**src/psrw_pkg.sv**
```systemverilog
// Package: constants for the power, sleep, reset and watchdog block.
// Assumes an 8-bit special-function register port from the processor core.
package psrw_pkg;
	// ****************************************
	// Register addresses
	// ****************************************
	localparam logic [7:0] ADDR_POWER_CONTROL  = 8'h87;
	localparam logic [7:0] ADDR_CLOCK_GATE     = 8'hea;
	localparam logic [7:0] ADDR_WAKE_ENABLE    = 8'heb;
	localparam logic [7:0] ADDR_SCRATCH        = 8'hfe;
	localparam logic [7:0] ADDR_WDOG_COUNTER   = 8'hff;
	localparam logic [7:0] ADDR_UNLOCK         = 8'ha1;
	localparam logic [7:0] ADDR_GLOBAL_CFG     = 8'hb1;
	localparam logic [7:0] ADDR_CLOCK_CFG      = 8'hb3;
	// ****************************************
	// Reset values and field positions
	// ****************************************
	localparam logic [7:0] RST_POWER_CONTROL   = 8'h10;
	localparam logic [7:0] RST_ZERO            = 8'h00;
	localparam logic [9:0] SYNC_IDLE           = 10'h07f;
	localparam int         POS_UART0_DOUBLE    = 7;
	localparam int         POS_CAUSE_HI        = 5;
	localparam int         POS_CAUSE_LO        = 4;
	localparam int         POS_GEN_FLAG_ONE    = 3;
	localparam int         POS_GEN_FLAG_ZERO   = 2;
	localparam int         POS_SLEEP_REQUEST   = 1;
	localparam int         POS_LOADER_STATE    = 5;
	localparam int         POS_SOFT_RESET      = 4;
	localparam int         POS_WDOG_RESET_EN   = 0;
	localparam int         POS_WDOG_FLAG       = 5;
	localparam logic [1:0] GCFG_FIXED_HI       = 2'h3;
	localparam logic [7:0] UNLOCK_FIRST        = 8'h55;
	localparam logic [7:0] UNLOCK_SECOND       = 8'haa;
	// ****************************************
	// Reset causes and timing
	// ****************************************
	localparam logic [1:0] CAUSE_SOFTWARE      = 2'h0;
	localparam logic [1:0] CAUSE_POWER_ON      = 2'h1;
	localparam logic [1:0] CAUSE_WATCHDOG      = 2'h2;
	localparam logic [1:0] CAUSE_PIN           = 2'h3;
	localparam int         CLK_HZ              = 20000000;
	localparam int         WINDOW_CLOCKS       = 18;
	localparam int         WDOG_DIVIDE         = 262144;
	localparam int         PIN_MIN_PULSE_NS    = 1000;
	localparam int         PIN_MIN_CYCLES      = (PIN_MIN_PULSE_NS * (CLK_HZ / 1000000) + 999) / 1000;
	localparam int         HOT_DELAY_US        = 100;
	localparam int         POR_DELAY_US        = 10000;
	typedef enum logic [1:0] {ST_RUN, ST_HOLD} psrw_state_type;
endpackage

```
**src/psrw_top.sv**
```systemverilog
// Power management, sleep and wake, reset cause and watchdog logic.
// Assumes a synchronous SFR port and raw asynchronous wake and supply pins.
`timescale 1ns/1ps
module psrw_top #(
	parameter int HOT_DELAY_CYCLES = psrw_pkg::HOT_DELAY_US * (psrw_pkg::CLK_HZ / 1000000),
	parameter int POR_DELAY_CYCLES = psrw_pkg::POR_DELAY_US * (psrw_pkg::CLK_HZ / 1000000),
	parameter int WDOG_DIV_CYCLES  = psrw_pkg::WDOG_DIVIDE
) (
	input  wire logic       sys_clk_in,
	input  wire logic       nrst_in,
	input  wire logic       sfr_wr_in,
	input  wire logic [7:0] sfr_addr_in,
	input  wire logic [7:0] sfr_wdata_in,
	output logic      [7:0] sfr_rdata_out,
	input  wire logic       supply_low_in,
	input  wire logic       reset_pin_in,
	input  wire logic       external_reset_pin_enable_in,
	input  wire logic       wdog_irq_enter_in,
	input  wire logic       usb_event_in,
	input  wire logic       uart1_rs485_in,
	input  wire logic       uart1_pin_mode_in,
	input  wire logic       uart1_rx_in,
	input  wire logic       uart1_rx_alt_in,
	input  wire logic       uart1_diff_rx_in,
	input  wire logic       uart0_rx_in,
	input  wire logic       pin15_in,
	input  wire logic       pin14_in,
	input  wire logic       pin03_in,
	input  wire logic       timer3_capture_in,
	input  wire logic       pin33_in,
	output logic            cpu_reset_out,
	output logic            sleeping_out,
	output logic      [7:0] module_clock_off_out,
	output logic            uart0_double_baud_out
);
	// ****************************************
	// Input synchronisers
	// ****************************************
	localparam int NSYNC = 10;
	logic [NSYNC-1:0] raw_w;
	logic [NSYNC-1:0] s1_r;
	logic [NSYNC-1:0] s2_r;
	logic [NSYNC-1:0] s3_r;
	logic [NSYNC-1:0] clean_r;
	logic             uart1_src_w;

	always_comb begin
		uart1_src_w = uart1_rs485_in ? uart1_diff_rx_in
			: (uart1_pin_mode_in ? uart1_rx_alt_in : uart1_rx_in);
	end
	assign raw_w = {supply_low_in, reset_pin_in, usb_event_in, uart1_src_w, pin15_in,
		pin14_in, pin03_in, timer3_capture_in, pin33_in, uart0_rx_in};

	genvar gi;
	generate
		for (gi = 0; gi < NSYNC; gi++) begin : g_sync
			always_ff @(posedge sys_clk_in or negedge nrst_in) begin
				// Each stage resets to its pin's idle level, so no false wake edge follows reset.
				if (!nrst_in) begin
					s1_r[gi]    <= psrw_pkg::SYNC_IDLE[gi];
					s2_r[gi]    <= psrw_pkg::SYNC_IDLE[gi];
					s3_r[gi]    <= psrw_pkg::SYNC_IDLE[gi];
					clean_r[gi] <= psrw_pkg::SYNC_IDLE[gi];
				end else begin
					s1_r[gi] <= raw_w[gi];
					s2_r[gi] <= s1_r[gi];
					s3_r[gi] <= s2_r[gi];
					if (s2_r[gi] == s3_r[gi]) begin
						clean_r[gi] <= s3_r[gi];
					end
				end
			end
		end
	endgenerate

	logic        supply_low_w;
	logic        pin_high_w;
	logic [7:0]  wake_level_w;
	logic        p33_edge_w;
	logic        p33_prev_r;
	assign supply_low_w = clean_r[9];
	assign pin_high_w   = clean_r[8];

	// ****************************************
	// Registers and state
	// ****************************************
	logic [7:0]  gate_r;
	logic [7:0]  wake_r;
	logic [7:0]  keep_r;
	logic [7:0]  wcnt_r;
	logic [7:0]  rdata_r;
	logic [1:0]  cause_r;
	logic        sleep_r;
	logic        double_baud_r;
	logic        gen_flag_one_r;
	logic        gen_flag_zero_r;
	logic        loader_r;
	logic        wdog_en_r;
	logic        swrst_r;
	logic        wflag_r;
	logic        unlock_armed_r;
	logic        cpu_reset_r;
	logic [4:0]  window_r;
	logic [17:0] wdiv_r;
	logic [18:0] hold_r;
	logic [15:0] pin_cnt_r;
	logic        pin_fired_r;

	logic        wr_w;
	logic        open_w;
	logic        wdog_tick_w;
	logic        wdog_ovf_w;
	logic        sw_req_w;
	logic        wd_req_w;
	logic        hot_w;
	logic        wake_w;

	function automatic logic hit(input logic [7:0] a);
		hit = wr_w && (sfr_addr_in == a);
	endfunction

	assign wr_w         = sfr_wr_in && !cpu_reset_r;
	assign open_w       = window_r != 5'h00;
	assign wdog_tick_w  = wdiv_r == 18'(WDOG_DIV_CYCLES - 1);
	assign wdog_ovf_w   = wdog_tick_w && (wcnt_r == 8'hff) && !hit(psrw_pkg::ADDR_WDOG_COUNTER);
	assign sw_req_w     = swrst_r;
	assign wd_req_w     = wdog_ovf_w && wdog_en_r;
	assign hot_w        = sw_req_w || wd_req_w || pin_fired_r;
	assign wake_level_w = {clean_r[7], ~clean_r[6:0]};
	assign p33_edge_w   = clean_r[1] != p33_prev_r;
	assign wake_w       = sleep_r && ((|(wake_r & wake_level_w)) || (wake_r[1] && p33_edge_w));

	// ****************************************
	// Reset sequencing
	// ****************************************
	always_ff @(posedge sys_clk_in or negedge nrst_in) begin
		if (!nrst_in) begin
			hold_r      <= 19'(POR_DELAY_CYCLES);
			cpu_reset_r <= 1'b1;
		end else if (supply_low_w) begin
			hold_r      <= 19'(POR_DELAY_CYCLES);
			cpu_reset_r <= 1'b1;
		end else if (hot_w) begin
			hold_r      <= 19'(HOT_DELAY_CYCLES);
			cpu_reset_r <= 1'b1;
		end else if (hold_r != 19'h00000) begin
			hold_r      <= hold_r - 19'h00001;
			cpu_reset_r <= 1'b1;
		end else begin
			cpu_reset_r <= 1'b0;
		end
	end
	always_ff @(posedge sys_clk_in or negedge nrst_in) begin
		if (!nrst_in) begin
			pin_cnt_r   <= 16'h0000;
			pin_fired_r <= 1'b0;
		end else if (!(pin_high_w && external_reset_pin_enable_in)) begin
			pin_cnt_r   <= 16'h0000;
			pin_fired_r <= 1'b0;
		end else if (pin_cnt_r == 16'(psrw_pkg::PIN_MIN_CYCLES)) begin
			pin_fired_r <= 1'b1;
		end else begin
			pin_cnt_r <= pin_cnt_r + 16'h0001;
		end
	end
	always_ff @(posedge sys_clk_in or negedge nrst_in) begin
		if (!nrst_in) begin
			cause_r  <= psrw_pkg::CAUSE_POWER_ON;
			loader_r <= 1'b1;
		end else if (supply_low_w) begin
			cause_r  <= psrw_pkg::CAUSE_POWER_ON;
			loader_r <= 1'b1;
		end else if (pin_fired_r) begin
			cause_r <= psrw_pkg::CAUSE_PIN;
		end else if (wd_req_w) begin
			cause_r <= psrw_pkg::CAUSE_WATCHDOG;
		end else if (sw_req_w) begin
			if (!loader_r || wdog_en_r) begin
				cause_r <= psrw_pkg::CAUSE_SOFTWARE;
			end
			loader_r <= 1'b0;
		end
	end
	always_ff @(posedge sys_clk_in or negedge nrst_in) begin
		if (!nrst_in) begin
			keep_r <= psrw_pkg::RST_ZERO;
		end else if (supply_low_w) begin
			keep_r <= psrw_pkg::RST_ZERO;
		end else if (hit(psrw_pkg::ADDR_SCRATCH)) begin
			keep_r <= sfr_wdata_in;
		end
	end

	// ****************************************
	// Register writes
	// ****************************************
	always_ff @(posedge sys_clk_in or negedge nrst_in) begin
		if (!nrst_in) begin
			unlock_armed_r <= 1'b0;
			window_r       <= 5'h00;
		end else if (cpu_reset_r) begin
			unlock_armed_r <= 1'b0;
			window_r       <= 5'h00;
		end else if (hit(psrw_pkg::ADDR_UNLOCK)) begin
			unlock_armed_r <= sfr_wdata_in == psrw_pkg::UNLOCK_FIRST;
			if (unlock_armed_r && sfr_wdata_in == psrw_pkg::UNLOCK_SECOND) begin
				window_r <= 5'(psrw_pkg::WINDOW_CLOCKS);
			end else begin
				window_r <= 5'h00;
			end
		end else if (open_w) begin
			window_r <= window_r - 5'h01;
		end
	end
	always_ff @(posedge sys_clk_in or negedge nrst_in) begin
		if (!nrst_in) begin
			double_baud_r   <= 1'b0;
			gen_flag_one_r  <= 1'b0;
			gen_flag_zero_r <= 1'b0;
			sleep_r         <= 1'b0;
		end else if (cpu_reset_r) begin
			double_baud_r   <= 1'b0;
			gen_flag_one_r  <= 1'b0;
			gen_flag_zero_r <= 1'b0;
			sleep_r         <= 1'b0;
		end else if (hit(psrw_pkg::ADDR_POWER_CONTROL)) begin
			double_baud_r   <= sfr_wdata_in[psrw_pkg::POS_UART0_DOUBLE];
			gen_flag_one_r  <= sfr_wdata_in[psrw_pkg::POS_GEN_FLAG_ONE];
			gen_flag_zero_r <= sfr_wdata_in[psrw_pkg::POS_GEN_FLAG_ZERO];
			sleep_r         <= sfr_wdata_in[psrw_pkg::POS_SLEEP_REQUEST];
		end else if (wake_w) begin
			sleep_r <= 1'b0;
		end
	end
	always_ff @(posedge sys_clk_in or negedge nrst_in) begin
		if (!nrst_in) begin
			gate_r <= psrw_pkg::RST_ZERO;
			wake_r <= psrw_pkg::RST_ZERO;
		end else if (cpu_reset_r) begin
			gate_r <= psrw_pkg::RST_ZERO;
			wake_r <= psrw_pkg::RST_ZERO;
		end else if (open_w) begin
			if (hit(psrw_pkg::ADDR_CLOCK_GATE)) begin
				gate_r <= sfr_wdata_in;
			end
			if (hit(psrw_pkg::ADDR_WAKE_ENABLE)) begin
				wake_r <= sfr_wdata_in;
			end
		end
	end
	always_ff @(posedge sys_clk_in or negedge nrst_in) begin
		if (!nrst_in) begin
			wdog_en_r <= 1'b0;
			swrst_r   <= 1'b0;
		end else if (cpu_reset_r) begin
			wdog_en_r <= 1'b0;
			swrst_r   <= 1'b0;
		end else if (swrst_r) begin
			swrst_r <= 1'b0;
		end else if (open_w && hit(psrw_pkg::ADDR_GLOBAL_CFG)) begin
			wdog_en_r <= sfr_wdata_in[psrw_pkg::POS_WDOG_RESET_EN];
			swrst_r   <= sfr_wdata_in[psrw_pkg::POS_SOFT_RESET];
		end
	end

	// ****************************************
	// Watchdog
	// ****************************************
	always_ff @(posedge sys_clk_in or negedge nrst_in) begin
		if (!nrst_in) begin
			wdiv_r  <= 18'h00000;
			wcnt_r  <= psrw_pkg::RST_ZERO;
			wflag_r <= 1'b0;
		end else if (cpu_reset_r) begin
			wdiv_r  <= 18'h00000;
			wcnt_r  <= psrw_pkg::RST_ZERO;
			wflag_r <= 1'b0;
		end else begin
			wdiv_r <= wdog_tick_w ? 18'h00000 : wdiv_r + 18'h00001;
			if (hit(psrw_pkg::ADDR_WDOG_COUNTER)) begin
				wcnt_r <= sfr_wdata_in;
			end else if (wdog_tick_w) begin
				wcnt_r <= wcnt_r + 8'h01;
			end
			// An overflow beats an interrupt-entry clear in the same cycle; a counter write in that cycle suppresses the overflow.
			if (wdog_ovf_w) begin
				wflag_r <= 1'b1;
			end else if (hit(psrw_pkg::ADDR_WDOG_COUNTER) || wdog_irq_enter_in) begin
				wflag_r <= 1'b0;
			end
		end
	end
	always_ff @(posedge sys_clk_in or negedge nrst_in) begin
		if (!nrst_in) begin
			p33_prev_r <= psrw_pkg::SYNC_IDLE[1];
		end else begin
			p33_prev_r <= clean_r[1];
		end
	end
	always_ff @(posedge sys_clk_in or negedge nrst_in) begin
		if (!nrst_in) begin
			rdata_r <= psrw_pkg::RST_ZERO;
		end else begin
			case (sfr_addr_in)
				psrw_pkg::ADDR_POWER_CONTROL: rdata_r <= {double_baud_r, 1'b0, cause_r, gen_flag_one_r,
					gen_flag_zero_r, sleep_r, 1'b0};
				psrw_pkg::ADDR_CLOCK_GATE:    rdata_r <= gate_r;
				psrw_pkg::ADDR_WAKE_ENABLE:   rdata_r <= wake_r;
				psrw_pkg::ADDR_SCRATCH:       rdata_r <= keep_r;
				psrw_pkg::ADDR_WDOG_COUNTER:  rdata_r <= wcnt_r;
				psrw_pkg::ADDR_GLOBAL_CFG:    rdata_r <= {psrw_pkg::GCFG_FIXED_HI, loader_r, swrst_r, 3'h0, wdog_en_r};
				psrw_pkg::ADDR_CLOCK_CFG:     rdata_r <= {2'h0, wflag_r, 5'h00};
				default:                      rdata_r <= psrw_pkg::RST_ZERO;
			endcase
		end
	end
	assign sfr_rdata_out         = rdata_r;
	assign cpu_reset_out         = cpu_reset_r;
	assign sleeping_out          = sleep_r;
	assign module_clock_off_out  = gate_r;
	assign uart0_double_baud_out = double_baud_r;
endmodule // psrw_top

```
**config.mk**
```make
export PLATFORM = sky130hd
export DESIGN_NAME = psrw_top
export DESIGN_NICKNAME = d
export VERILOG_FILES = /design/src/psrw_pkg.sv /design/src/psrw_top.sv
export SDC_FILE = /design/constraint.sdc
export NUM_CORES = 1
export LEC_CHECK = 0
export ABC_AREA = 1
export BUFFER_PORTS_ARGS = -buffer_cell sky130_fd_sc_hd__buf_2
export CORE_ASPECT_RATIO = 1.25
export CORE_MARGIN = 1.5
export CORE_UTILIZATION = 30
export CTS_CLUSTER_DIAMETER = 30
export DETAILED_ROUTE_END_ITERATION = 10
export PLACE_DENSITY_LB_ADDON = 0.15
export SLEW_MARGIN = 20
export SYNTH_ARGS = -nofsm -noshare
export SYNTH_HDL_FRONTEND = slang
export SYNTH_SLANG_ARGS = --single-unit
```
**constraint.sdc**
```tcl
create_clock -name sys_clk_in -period 3 [get_ports sys_clk_in]
set_clock_uncertainty 0.2 [all_clocks]
set_input_delay 0.75 -clock sys_clk_in [delete_from_list [all_inputs] [get_ports sys_clk_in]]
set_output_delay 0.75 -clock sys_clk_in [all_outputs]
set_load 0.005 [all_outputs]
```
# Word-level counts from Yosys, hierarchy flattened
# Cells that the tools add are included.
# W data, S select, Z words.
[totals]
regBits = 152
output_inout_bits = 19
in_bits = 35
[classes]
n_eq_ne = 29
reduce_logical = 47
muxes = 59
n_addsub = 5
bitwise = 2
[ops]
columns = ["operator", "n"]
rows = [
  ["$mux W8", 11],
  ["$eq A8 B8 Y1 const B", 10],
  ["$mux W19", 3],
  ["$pmux W8 S7", 1],
  ["$mux W18", 2],
  ["$mux W16", 2],
  ["$mux W1", 31],
  ["$mux W5", 4],
  ["$reduce_bool A19 Y1", 1],
  ["$sub A19 B1 Y19 const B", 1],
  ["$add A18 B1 Y18 const B", 1],
  ["$eq A18 B18 Y1 const B", 1],
  ["$add A16 B1 Y16 const B", 1],
  ["$eq A16 B5 Y1 const B", 1],
  ["$logic_and A1 B1 Y1", 16],
  ["$reduce_bool A2 Y1", 8],
  ["$reduce_bool A3 Y1", 5],
  ["$eq A1 B1 Y1", 10],
  ["$mux W2", 5],
  ["$add A8 B1 Y8 const B", 1],
  ["$and A8 B8 Y8", 1],
  ["$eq A8 B7 Y1 const B", 1],
  ["$reduce_and A2 Y1", 4],
  ["$reduce_bool A4 Y1", 2],
  ["other kinds (10)", 19],
]

# Logic depth before layout (Yosys ltp)
# Gate-level depths: netlist of run 1.
[depth]
word_depth = 10
depth_mapped = 12

# Worst setup path after synthesis of run 1
# No wires, ideal clock.
[synth_timing]
path_kind = "input-to-reg"
start = "in sfr_addr_in[7]"
end = "reg hold_r[0]"
required_time_ns = 2.722
setup_ns = 0.078
path_stages = 10
path_slack_ns = 0.959
arrival_ns = 1.763
cell_sequence = "nand2_1 nor2_2 nand3_2 nand2_1 inv_2 nand3_4 nand2_4 nor2_2 nand2_1 o21ai_1"
[synth_via]
elab_chain_len = 9
elab_cells_between_ends = 10
cone_classes = "1 x eq/ne; 2 x mux; 7 x reduce/logical"
[synth_lines]
columns = ["item", "line", "text"]
rows = [
  ["start, declared", "psrw_top.sv:12", "input wire logic [7:0] sfr_addr_in,"],
  ["$eq A8 B8 Y1 (*)", "psrw_top.sv:119", "hit = wr_w && (sfr_addr_in == a);"],
  ["$logic_and A1 B1 Y1 (*)", "psrw_top.sv:119", ""],
  ["$logic_not A1 Y1 (*)", "psrw_top.sv:125", "assign wdog_ovf_w = wdog_tick_w && (wcnt_r == 8'hff) && !hit(psrw_pkg::ADDR_WDOG_COUNTER);"],
  ["$logic_and A1 B1 Y1 (*)", "psrw_top.sv:125", ""],
  ["$logic_and A1 B1 Y1 (*)", "psrw_top.sv:127", "assign wd_req_w = wdog_ovf_w && wdog_en_r;"],
  ["$logic_or A1 B1 Y1 (*) (2 in series)", "psrw_top.sv:128", "assign hot_w = sw_req_w || wd_req_w || pin_fired_r;"],
  ["$mux W19", "psrw_top.sv:143", "end else if (hot_w) begin"],
  ["$mux W19", "psrw_top.sv:140", "end else if (supply_low_w) begin"],
  ["end signal, assigned", "psrw_top.sv:141", "hold_r <= 19'(POR_DELAY_CYCLES);"],
  ["end signal, assigned", "psrw_top.sv:144", "hold_r <= 19'(HOT_DELAY_CYCLES);"],
  ["end signal, assigned", "psrw_top.sv:147", "hold_r <= hold_r - 19'h00001;"],
  ["end, declared", "psrw_top.sv:105", "logic [18:0] hold_r;"],
]
# Mark *: on every way between the ends. The rest lies on a longest branch, timed or not.
# A chain may end at the register's enable or synchronous reset.

# Worst setup path in the final report of run 1
[layout_timing]
start = "reg cpu_reset_r, in the netlist cpu_reset_out"
end = "out cpu_reset_out"
[layout_rtl]
columns = ["item", "line", "text"]
rows = [
  ["start, declared", "psrw_top.sv:102", "logic cpu_reset_r;"],
  ["start signal, assigned", "psrw_top.sv:139", "cpu_reset_r <= 1'b1;"],
  ["start signal, assigned", "psrw_top.sv:142", "cpu_reset_r <= 1'b1;"],
  ["start signal, assigned", "psrw_top.sv:145", "cpu_reset_r <= 1'b1;"],
  ["end, declared", "psrw_top.sv:31", "output logic cpu_reset_out,"],
]
# No word-level cell between the ends.

==> results of run 1 <==
[placed cells by master, fill, tap and decap left out, drive strengths merged, types with 6 or more instances in the layout]
cell    Yosys  layout
nand2     144     144
inv        93     101
xor2       20      20
xnor2       6       6
ha          8       8
a21oi      35      35
nor2       97      97
maj3       10      10
nor3       20      20
o22ai      22      22
nand3      42      42
buf         4      57
clkinv      4       7
o21ai      44      44
dfstp      38      38
clkbuf      2      17
dfrtp     114     114
nand4      21      21
[sequential cells by signal, summed over array words and instances, names as in the netlist, 2 cells and up]
name and count:
sfr_rdata_out 8, cause_r 2, wake_r 8, wdiv_r 18, pin_cnt_r 16, hold_r 19
module_clock_off_out 8, clean_r 8, s3_r 10, s2_r 10, keep_r 8, window_r 5
s1_r 10, wcnt_r 8
[power by group]
| part | switching (mW) | internal, mW | total (mW) |
|---|---|---|---|
| clock | 0.982 | 1.35 | 2.33 |
| combinational | 0.212 | 0.111 | 0.324 |
| sequential | 0.0566 | 2.15 | 2.21 |
| total | 1.25 | 3.62 | 4.87 |
[cells in the mapped netlist, types with 5 or more instances]
| cell type | count | area, µm² |
|---|---|---|
| dfrtp_1 | 114 | 2850 |
| nor3_1 | 19 | 95.1 |
| nor2_2 | 5 | 31.3 |
| maj3_1 | 10 | 100 |
| dfstp_2 | 38 | 998 |
| inv_2 | 5 | 18.8 |
| nor2_1 | 89 | 334 |
| o21ai_0 | 40 | 200 |
| ha_1 | 8 | 100 |
| nand4_1 | 21 | 131 |
| xor2_1 | 20 | 175 |
| o22ai_1 | 22 | 138 |
| o221ai_1 | 5 | 43.8 |
| nand3_1 | 38 | 190 |
| xnor2_1 | 6 | 52.6 |
| nand2_2 | 6 | 37.5 |
| a21oi_1 | 34 | 170 |
| nand2_1 | 136 | 510 |
| inv_1 | 88 | 330 |
| a211oi_1 | 5 | 37.5 |
[routing by layer]
metal / vias up / track usage
li1: 2667 / -
met1: 2582 / 0.201
met2: 92 / 0.250
met3: 27 / 0.0302
met4: 0 / 0.0556
met5: - / 0
[cells by family after synthesis]
kind of cell / count (synthesis)
AND/OR/NAND/NOR: 337
AO/OA/AOI/OAI: 124
multiplexers: 1
buffers and inverters: 103
XOR/XNOR: 26
flip-flops: 152
adder cells (fa/ha/maj): 18
[layout make-up]
class	count	area [µm²]	area share
well taps	288	360	0.0438
flip-flops and latches	152	3850	0.468
repair buffers	57	327	0.0397
multi-input cells	506	2700	0.328
inverters	97	364	0.0442
clock inverters	15	210	0.0255
clock buffers	17	425	0.0517
[stage by stage]
stage                util  hold WS [ns]  worst slack (ns)  std cells  power, mW
floorplan               -         0.131             0.959        761       2.43
global placement    0.333         0.135             0.509       1100       2.58
detailed placement  0.333         0.136             0.439       1100       2.58
CTS                 0.361        0.0719             0.529       1132       4.94
global route        0.361        0.0925             0.529       1132       5.09
finish              0.361        0.0633             0.580       1132       4.87
[path summary, 6_finish.rpt]
check | start | end | slack, ns | depth (start not counted)
hold reg to reg | s1_r[8] | s2_r[8] | 0.15 | 0
hold / removal | nrst_in | hold_r[3] | 0.06 | 1
max in group asynchronous | nrst_in | hold_r[16] | 1.77 | 2
setup reg to reg | wdiv_r[0] | hold_r[0] | 0.76 | 10
setup / recovery | cpu_reset_out | cpu_reset_out | 0.58 | 1
min in group sys_clk_in | s1_r[8] | s2_r[8] | 0.15 | 0
==> results.toml, run 1 <==
[status]
status = "finished clean"

[floorplanning]
core_um2 = 22800
die-height_um = 173
initial_core_util = 0.304
rows = 62
dieWidth_um = 139
num_io_pins = 54
fp.dieArea_um2 = 24100

[synthesis]
synth_area_um2 = 6940
synth_top_family_by_area = "simple AND/OR/NAND/NOR gates"
synth-xor-area-share = 0.0328
ys.flop_type = "dfrtp_1"
synth_seq_cells = 152
syn_area_per_cell_um2 = 9.12
synth_cell_type_count = 45
syn_nets = 804
synthArstFlopShare = 1.00
synth-simple-area-share = 0.222
ys_seq_area_frac = 0.555
synth_fa_ha_area_frac = 0.0288
synth.mux.area_fraction = 0.00144
synth_edf_count = 0
ys.warnings.count = 0
syn_inst = 761
synth_compound_area_frac = 0.104

[pwr]
peakVddDrop_mv = 0.396
power_leakage_nw = 3.61
p_per_area_nw_per_um2 = 591

[detailed_routing]
post_drt_wl_per_cell_um = 15.4
vias_per_cell = 4.74
dr.max_layer_used = "met4"
wl_met2_um = 8460
drt-total-wl_um = 17400
drt_iter0_markers = 308
first_pass_iters = 6
wl_met1_um = 8100
drc_errors = 0
wl_met3_um = 528
vias = 5368
ant_nets = 0

[sta]
worst_pin_slew_ns = 0.636
hold_violations = 0
worst_slew_margin_rel = 0.573
post-route-period-util = 0.807
setup_violations = 0
slew_violations = 0
setup_tns_ns = 0
finalCriticalPeriod_ns = 2.42
grt_setup_unrepaired = "false"
fmax_mhz = 413

[grt]
grt_max_degree = 51
grt_pass1_vias = 5348
grt_pass1_wl_um = 28700
antenna_found_initial = 0
grt-ovfl-total = 0
track_usage = 0.153

[clocking]
ctsResizeCount = 0
clkSlewWorstSetupHoldPaths_ns = 0.06
cts_buffer_depth = 2
clk_latency_ns = 0.43
cts.htree.levels = 4
clock-root-buffer = "clkbuf_16"
hold_buffers = 0
cts_sinks = 152
cts_tree = "done"
numCtsBuffers = 17
post_cts_buffers = 0

[critical_path]
worstPathMaxFanout = 15
endpoint_kind = "primary output"
cpPeakStageDelay_ns = 0.83
cp.arrival_ns = 1.47
required_ns = 2.05
worstPathCellList = "buf_2"
timing.critical_path.buf_inv = 1
critPathSlowestCell = "dfstp_2"
critical_path_class = "flip-flop to primary output"
setup.worst_path.start_class = "flip-flop"
cp_top_family = "flip-flops"

[placement]
hpwl_um = 12900
place_area_um2 = 7600
io_buffer_count = 53
gp_congestion = 0.826

[final_layout]
area_delta_synth_final_pct = 18.7
fin_nets = 874
n_fill_cell = 2393
fin_area_um2 = 8240
num_antenna_cells = 0
drive_gt1_frac = 0.187

[flow_run]
cap_viol_max_count = 0

[hold_path]
hold_class = "input port to async pin"
No activity file was read; power rests on OpenSTA's default activity.
==> run 2: changes to the inputs <==
- clock period: 3 -> 2.2 ns (I/O delays scaled with it)
==> run 2 against run 1 <==
  * Sequential power rose by 37%
  * Die area unchanged
  * Power increased by 32%
  * Global-route usage rose by 0.49 points
  * Design area is 3.8% higher
  * Register-to-register slack worse by 0.62 ns
  * First-iteration DRC count is 2.3% higher
  * Final cell count is 3.0% higher
  * Via count increased by 1.0%
  * Sequential share of layout area shrank 1.7 points
  * Worst setup slack worse by 0.48 ns
  * Critical endpoint unchanged
==> results.toml, run 2 (same netlist as run 1, synthesis figures left out) <==
[detailed_routing]
vias_per_cell = 4.65
first_pass_iters = 4
drt_iter0_markers = 315
post_drt_wl_per_cell_um = 15.2
drt-total-wl_um = 17700
drc_errors = 0
vias = 5424
ant_nets = 0

[final_layout]
largest_reg_flops = 19
area_delta_synth_final_pct = 23.2
num_antenna_cells = 0
drive_gt1_frac = 0.213
final_common_cell = "nand2_1"
fin_nets = 908
final_cell_mix = "136 x nand2_1, 114 x dfrtp_1, 89 x nor2_1"
largest-register = "hold_r"
biggestRegsByFlops = "hold_r: 19 flops, wdiv_r: 18 flops, pin_cnt_r: 16 flops"
final_core_util = 0.375

[floorplanning]
num_io_pins = 54
initial_core_util = 0.304
die-height_um = 173
core_um2 = 22800
rows = 62
fp.dieArea_um2 = 24100
dieWidth_um = 139

[sta]
setup_violations = 0
finalCriticalPeriod_ns = 2.10
worst_slew_margin_rel = 0.735
grt_setup_unrepaired = "true"
slew_violations = 0
worst_pin_slew_ns = 0.397
setup_ws_ns = 0.102
hold_violations = 0
post-route-period-util = 0.954
fmax_mhz = 477

[critical_path]
cp_top_family = "flip-flops"
r2r_start = "wdiv_r[1]"
cpPeakStageDelay_ns = 0.74
endpoint_kind = "primary output"
required_ns = 1.45
critical_path_class = "flip-flop to primary output"
worstPathCellList = "buf_2"
rrSetupSlack_ns = 0.14
cp.arrival_ns = 1.35
timing.critical_path.buf_inv = 1
setup.worst_path.start_class = "flip-flop"
critPathSlowestCell = "dfstp_2"
worstPathMaxFanout = 8
r2r-end = "hold_r[0]"
r2r_cells = 10

[hold_path]
hold_class = "input port to flip-flop"
min_path_cells = 1
hp-start = "reset_pin_in"
whs_endpoint = "s1_r[8]"

[grt]
grt_pass1_vias = 5601
track_usage = 0.158
grt_pass1_wl_um = 29600
grt_max_degree = 36
antenna_found_initial = 1
grt-ovfl-total = 0

[pwr]
power.total_mw = 6.44
peakVddDrop_mv = 0.508
p_per_area_nw_per_um2 = 754
power_leakage_nw = 3.78

[clocking]
cts_buffer_depth = 2
clkSlewWorstSetupHoldPaths_ns = 0.07
cts.htree.levels = 4
numCtsBuffers = 17
clk_latency_ns = 0.43
clock-root-buffer = "clkbuf_16"
cts_sinks = 152
cts_tree = "done"

[placement]
io_buffer_count = 53
place_ws_ns = 0.104
hpwl_um = 13200
gp_congestion = 0.834

[flow_run]
cap_viol_max_count = 0

[status]
status = "finished clean"
[run 2: cell types whose count changed in the layout (fill, tap and decap cells not counted), moves of 2 or more]
cell	change
nand3_1	-2
clkinv_8	+3
buf_12	+4
dlygate4sd3_1	+8
bufinv_16	-3
nand3_2	+2
buf_4	+22
[run 2: per-stage QoR]
step	instance area [µm²]	setup TNS, ns	hold slack [ns]	cells
floorplan	6940	0	0.0544	761
global placement	7810	0	0.136	1123
detailed placement	7810	0	0.135	1123
CTS	8460	0	0.000414	1160
global route	8550	-0.0239	0.00510	1166
finish	8550	0	0.0218	1166
[run 2: power by group]
group / internal (mW) / switching [mW]
clock: 1.54 / 1.41
combinational: 0.179 / 0.299
sequential: 2.94 / 0.0786
total: 4.65 / 1.79
[run 2: how the worst max path moves through the flow]
stage	startpoint	endpoint	slack, ns	cells past startpoint
2_1_floorplan	wdiv_r[0]	hold_r[0]	0.26	10
3_3_place_gp	sfr_addr_in[3]	window_r[4]	0.12	10
3_5_place_dp	sfr_addr_in[6]	keep_r[6]	0.10	7
4_1_cts	cpu_reset_out	cpu_reset_out	0.07	1
5_1_grt	wdiv_r[0]	hold_r[0]	-0.01	10
6_report	cpu_reset_out	cpu_reset_out	0.10	1
[run 2: layout make-up]
type / count / area [µm²]
inverter: 97 / 364
clock buffer: 17 / 425
timing repair buffer: 91 / 652
multi-input combinational: 506 / 2720
sequential: 152 / 3850
fill: 2354 / 14300
clock inverter: 15 / 175
tap: 288 / 360
[run 2: per-layer routing]
layer	global-route usage	share of wire	up-vias	wire (µm)
met1	0.208	0.47	2576	8250
met2	0.257	0.48	82	8510
met4	0.0525	0.022	2	394
li1	-	-	2736	-
met5	0	0.00068	-	12
met3	0.0357	0.029	28	512
[run 2: what timing repair did]
| action | in CTS | in global routing |
|---|---|---|
| endpoints found under the hold margin | 27 | 3 |
| setup buffers | 0 | 3 |
| hold buffers | 5 | 3 |
| gates resized for setup | 0 | 4 |
| endpoints found under the setup margin | 0 | 6 |
==> run 3: changes to the inputs <==
- MAX_ROUTING_LAYER: unset -> met4
==> run 3 against run 2 <==
  * Utilization shrank 0.12 points
  * Critical path depth is the same
  * First-iteration DRC count shrank 6.3%
  * Maximum frequency is essentially flat
  * Clock-buffer cell count is the same
  * Combinational power shrank 0.8%
  * Critical path type unchanged
  * Highest routed layer is now met4
==> results.toml, run 3 (same netlist as run 1, synthesis figures left out) <==
[pwr]
peakVddDrop_mv = 0.513
power_leakage_nw = 3.76
p_per_area_nw_per_um2 = 756
power.total_mw = 6.44

[detailed_routing]
ant_nets = 0
drt_iter0_markers = 295
vias_per_cell = 4.62
drc_errors = 0
drt-total-wl_um = 17700
post_drt_wl_per_cell_um = 15.2
first_pass_iters = 4
vias = 5380

[clocking]
clkSlewWorstSetupHoldPaths_ns = 0.07
cts.htree.levels = 4
clk_latency_ns = 0.43
clock-root-buffer = "clkbuf_16"
cts_tree = "done"
cts_buffer_depth = 2
numCtsBuffers = 17
cts_sinks = 152

[grt]
grt_use_met1 = 0.209
use_met2 = 0.257
grt_pass1_wl_um = 29600
busiest_layer = "met2"
grtUsageMet3 = 0.0310
grt_max_degree = 36
track_usage = 0.162
grt-ovfl-total = 0
grt_pass1_vias = 5607
antenna_found_initial = 1

[critical_path]
timing.critical_path.buf_inv = 1
endpoint_kind = "primary output"
required_ns = 1.45
worstPathMaxFanout = 8
cp.arrival_ns = 1.35
setup.worst_path.start_class = "flip-flop"
cpPeakStageDelay_ns = 0.74
critPathSlowestCell = "dfstp_2"
worstPathCellList = "buf_2"
critical_path_class = "flip-flop to primary output"
cp_top_family = "flip-flops"

[sta]
finalCriticalPeriod_ns = 2.10
worst_pin_slew_ns = 0.400
slew_violations = 0
fmax_mhz = 477
setup_violations = 0
worst_slew_margin_rel = 0.733
setup_tns_ns = 0
hold_violations = 0
grt_setup_unrepaired = "true"
post-route-period-util = 0.954

[placement]
hpwl_um = 13200
dp.cells = 1123
gp_congestion = 0.846
io_buffer_count = 53

[floorplanning]
dieWidth_um = 139
die-height_um = 173
core_um2 = 22800
rows = 62
fp.dieArea_um2 = 24100
num_io_pins = 54
initial_core_util = 0.304

[final_layout]
largest_reg_flops = 19
final_common_cell = "nand2_1"
largest-register = "hold_r"
final_cell_mix = "136 x nand2_1, 114 x dfrtp_1, 89 x nor2_1"
fin_nets = 905
biggestRegsByFlops = "hold_r: 19 flops, wdiv_r: 18 flops, pin_cnt_r: 16 flops"
area_delta_synth_final_pct = 22.8
drive_gt1_frac = 0.214
final_cells = 1164
n_fill_cell = 2360

[hold_path]
hold_class = "input port to flip-flop"

[status]
status = "finished clean"

[flow_run]
cap_viol_max_count = 0
## run 3: changes by cell type in the layout (fill, tap and decap cells not counted)
cell	before	now
diode_2	0	1
dlygate4sd3_1	8	5
## run 3: routing by layer
metal / wire, µm / part of all wire
met4: 260 / 0.015
met3: 436 / 0.025
met2: 8630 / 0.49
met1: 8360 / 0.47
met5: 0 / 0
## run 3: final cells by class
class                      count  area [µm²]  share of cell area
antenna                        1        2.50            0.000294
inverter                      97         364              0.0427
multi-input combinational    506        2720               0.319
clock inverter                15         175              0.0206
sequential                   152        3850               0.452
clock buffer                  17         425              0.0499
timing repair buffer          88         622              0.0730
tap                          288         360              0.0423
## run 3: worst reg2reg max path: cells and delay by family, from the launching register on
kind,cells,cell delay [ns]
simple gates,8,1.15
flops,1,0.36
compound gates,1,0.05
fa+ha+maj,1,0.19
## run 3: timing repair
item,in CTS,in global routing
hold buffers,5,0
endpoints found under the hold margin,27,0
setup endpoints to repair,0,6
setup buffers,0,3
gates resized for setup,0,4
## run 3: through the flow
step / util / instance area, µm² / hold WS (ns) / setup slack, ns
2_1_floorplan: - / 6940 / 0.0544 / 0.259
3_3_place_gp: 0.342 / 7810 / 0.136 / 0.117
3_5_place_dp: 0.342 / 7810 / 0.135 / 0.104
4_1_cts: 0.371 / 8460 / 0.000414 / 0.0721
5_1_grt: 0.374 / 8520 / 0.00227 / -0.0126
6_report: 0.374 / 8520 / 0.0160 / 0.102
## run 3: worst paths after layout
path / from / to / slack (ns) / cells after the start
worst max-delay path: cpu_reset_out / cpu_reset_out / 0.10 / 1
worst max register to register: wdiv_r[1] / hold_r[0] / 0.14 / 10
min in group asynchronous: nrst_in / s1_r[9] / 0.41 / 2
worst min register to register: s1_r[8] / s2_r[8] / 0.15 / 0
worst min-delay path: uart0_rx_in / s1_r[0] / 0.02 / 1
max in group asynchronous: nrst_in / keep_r[0] / 0.73 / 3
## run 3: report_power, final
part / leakage [nW] / internal, mW / switching (mW)
clock network: 0.291 / 1.54 / 1.41
logic: 1.52 / 0.176 / 0.298
registers: 1.96 / 2.94 / 0.0784
total: 3.76 / 4.65 / 1.79
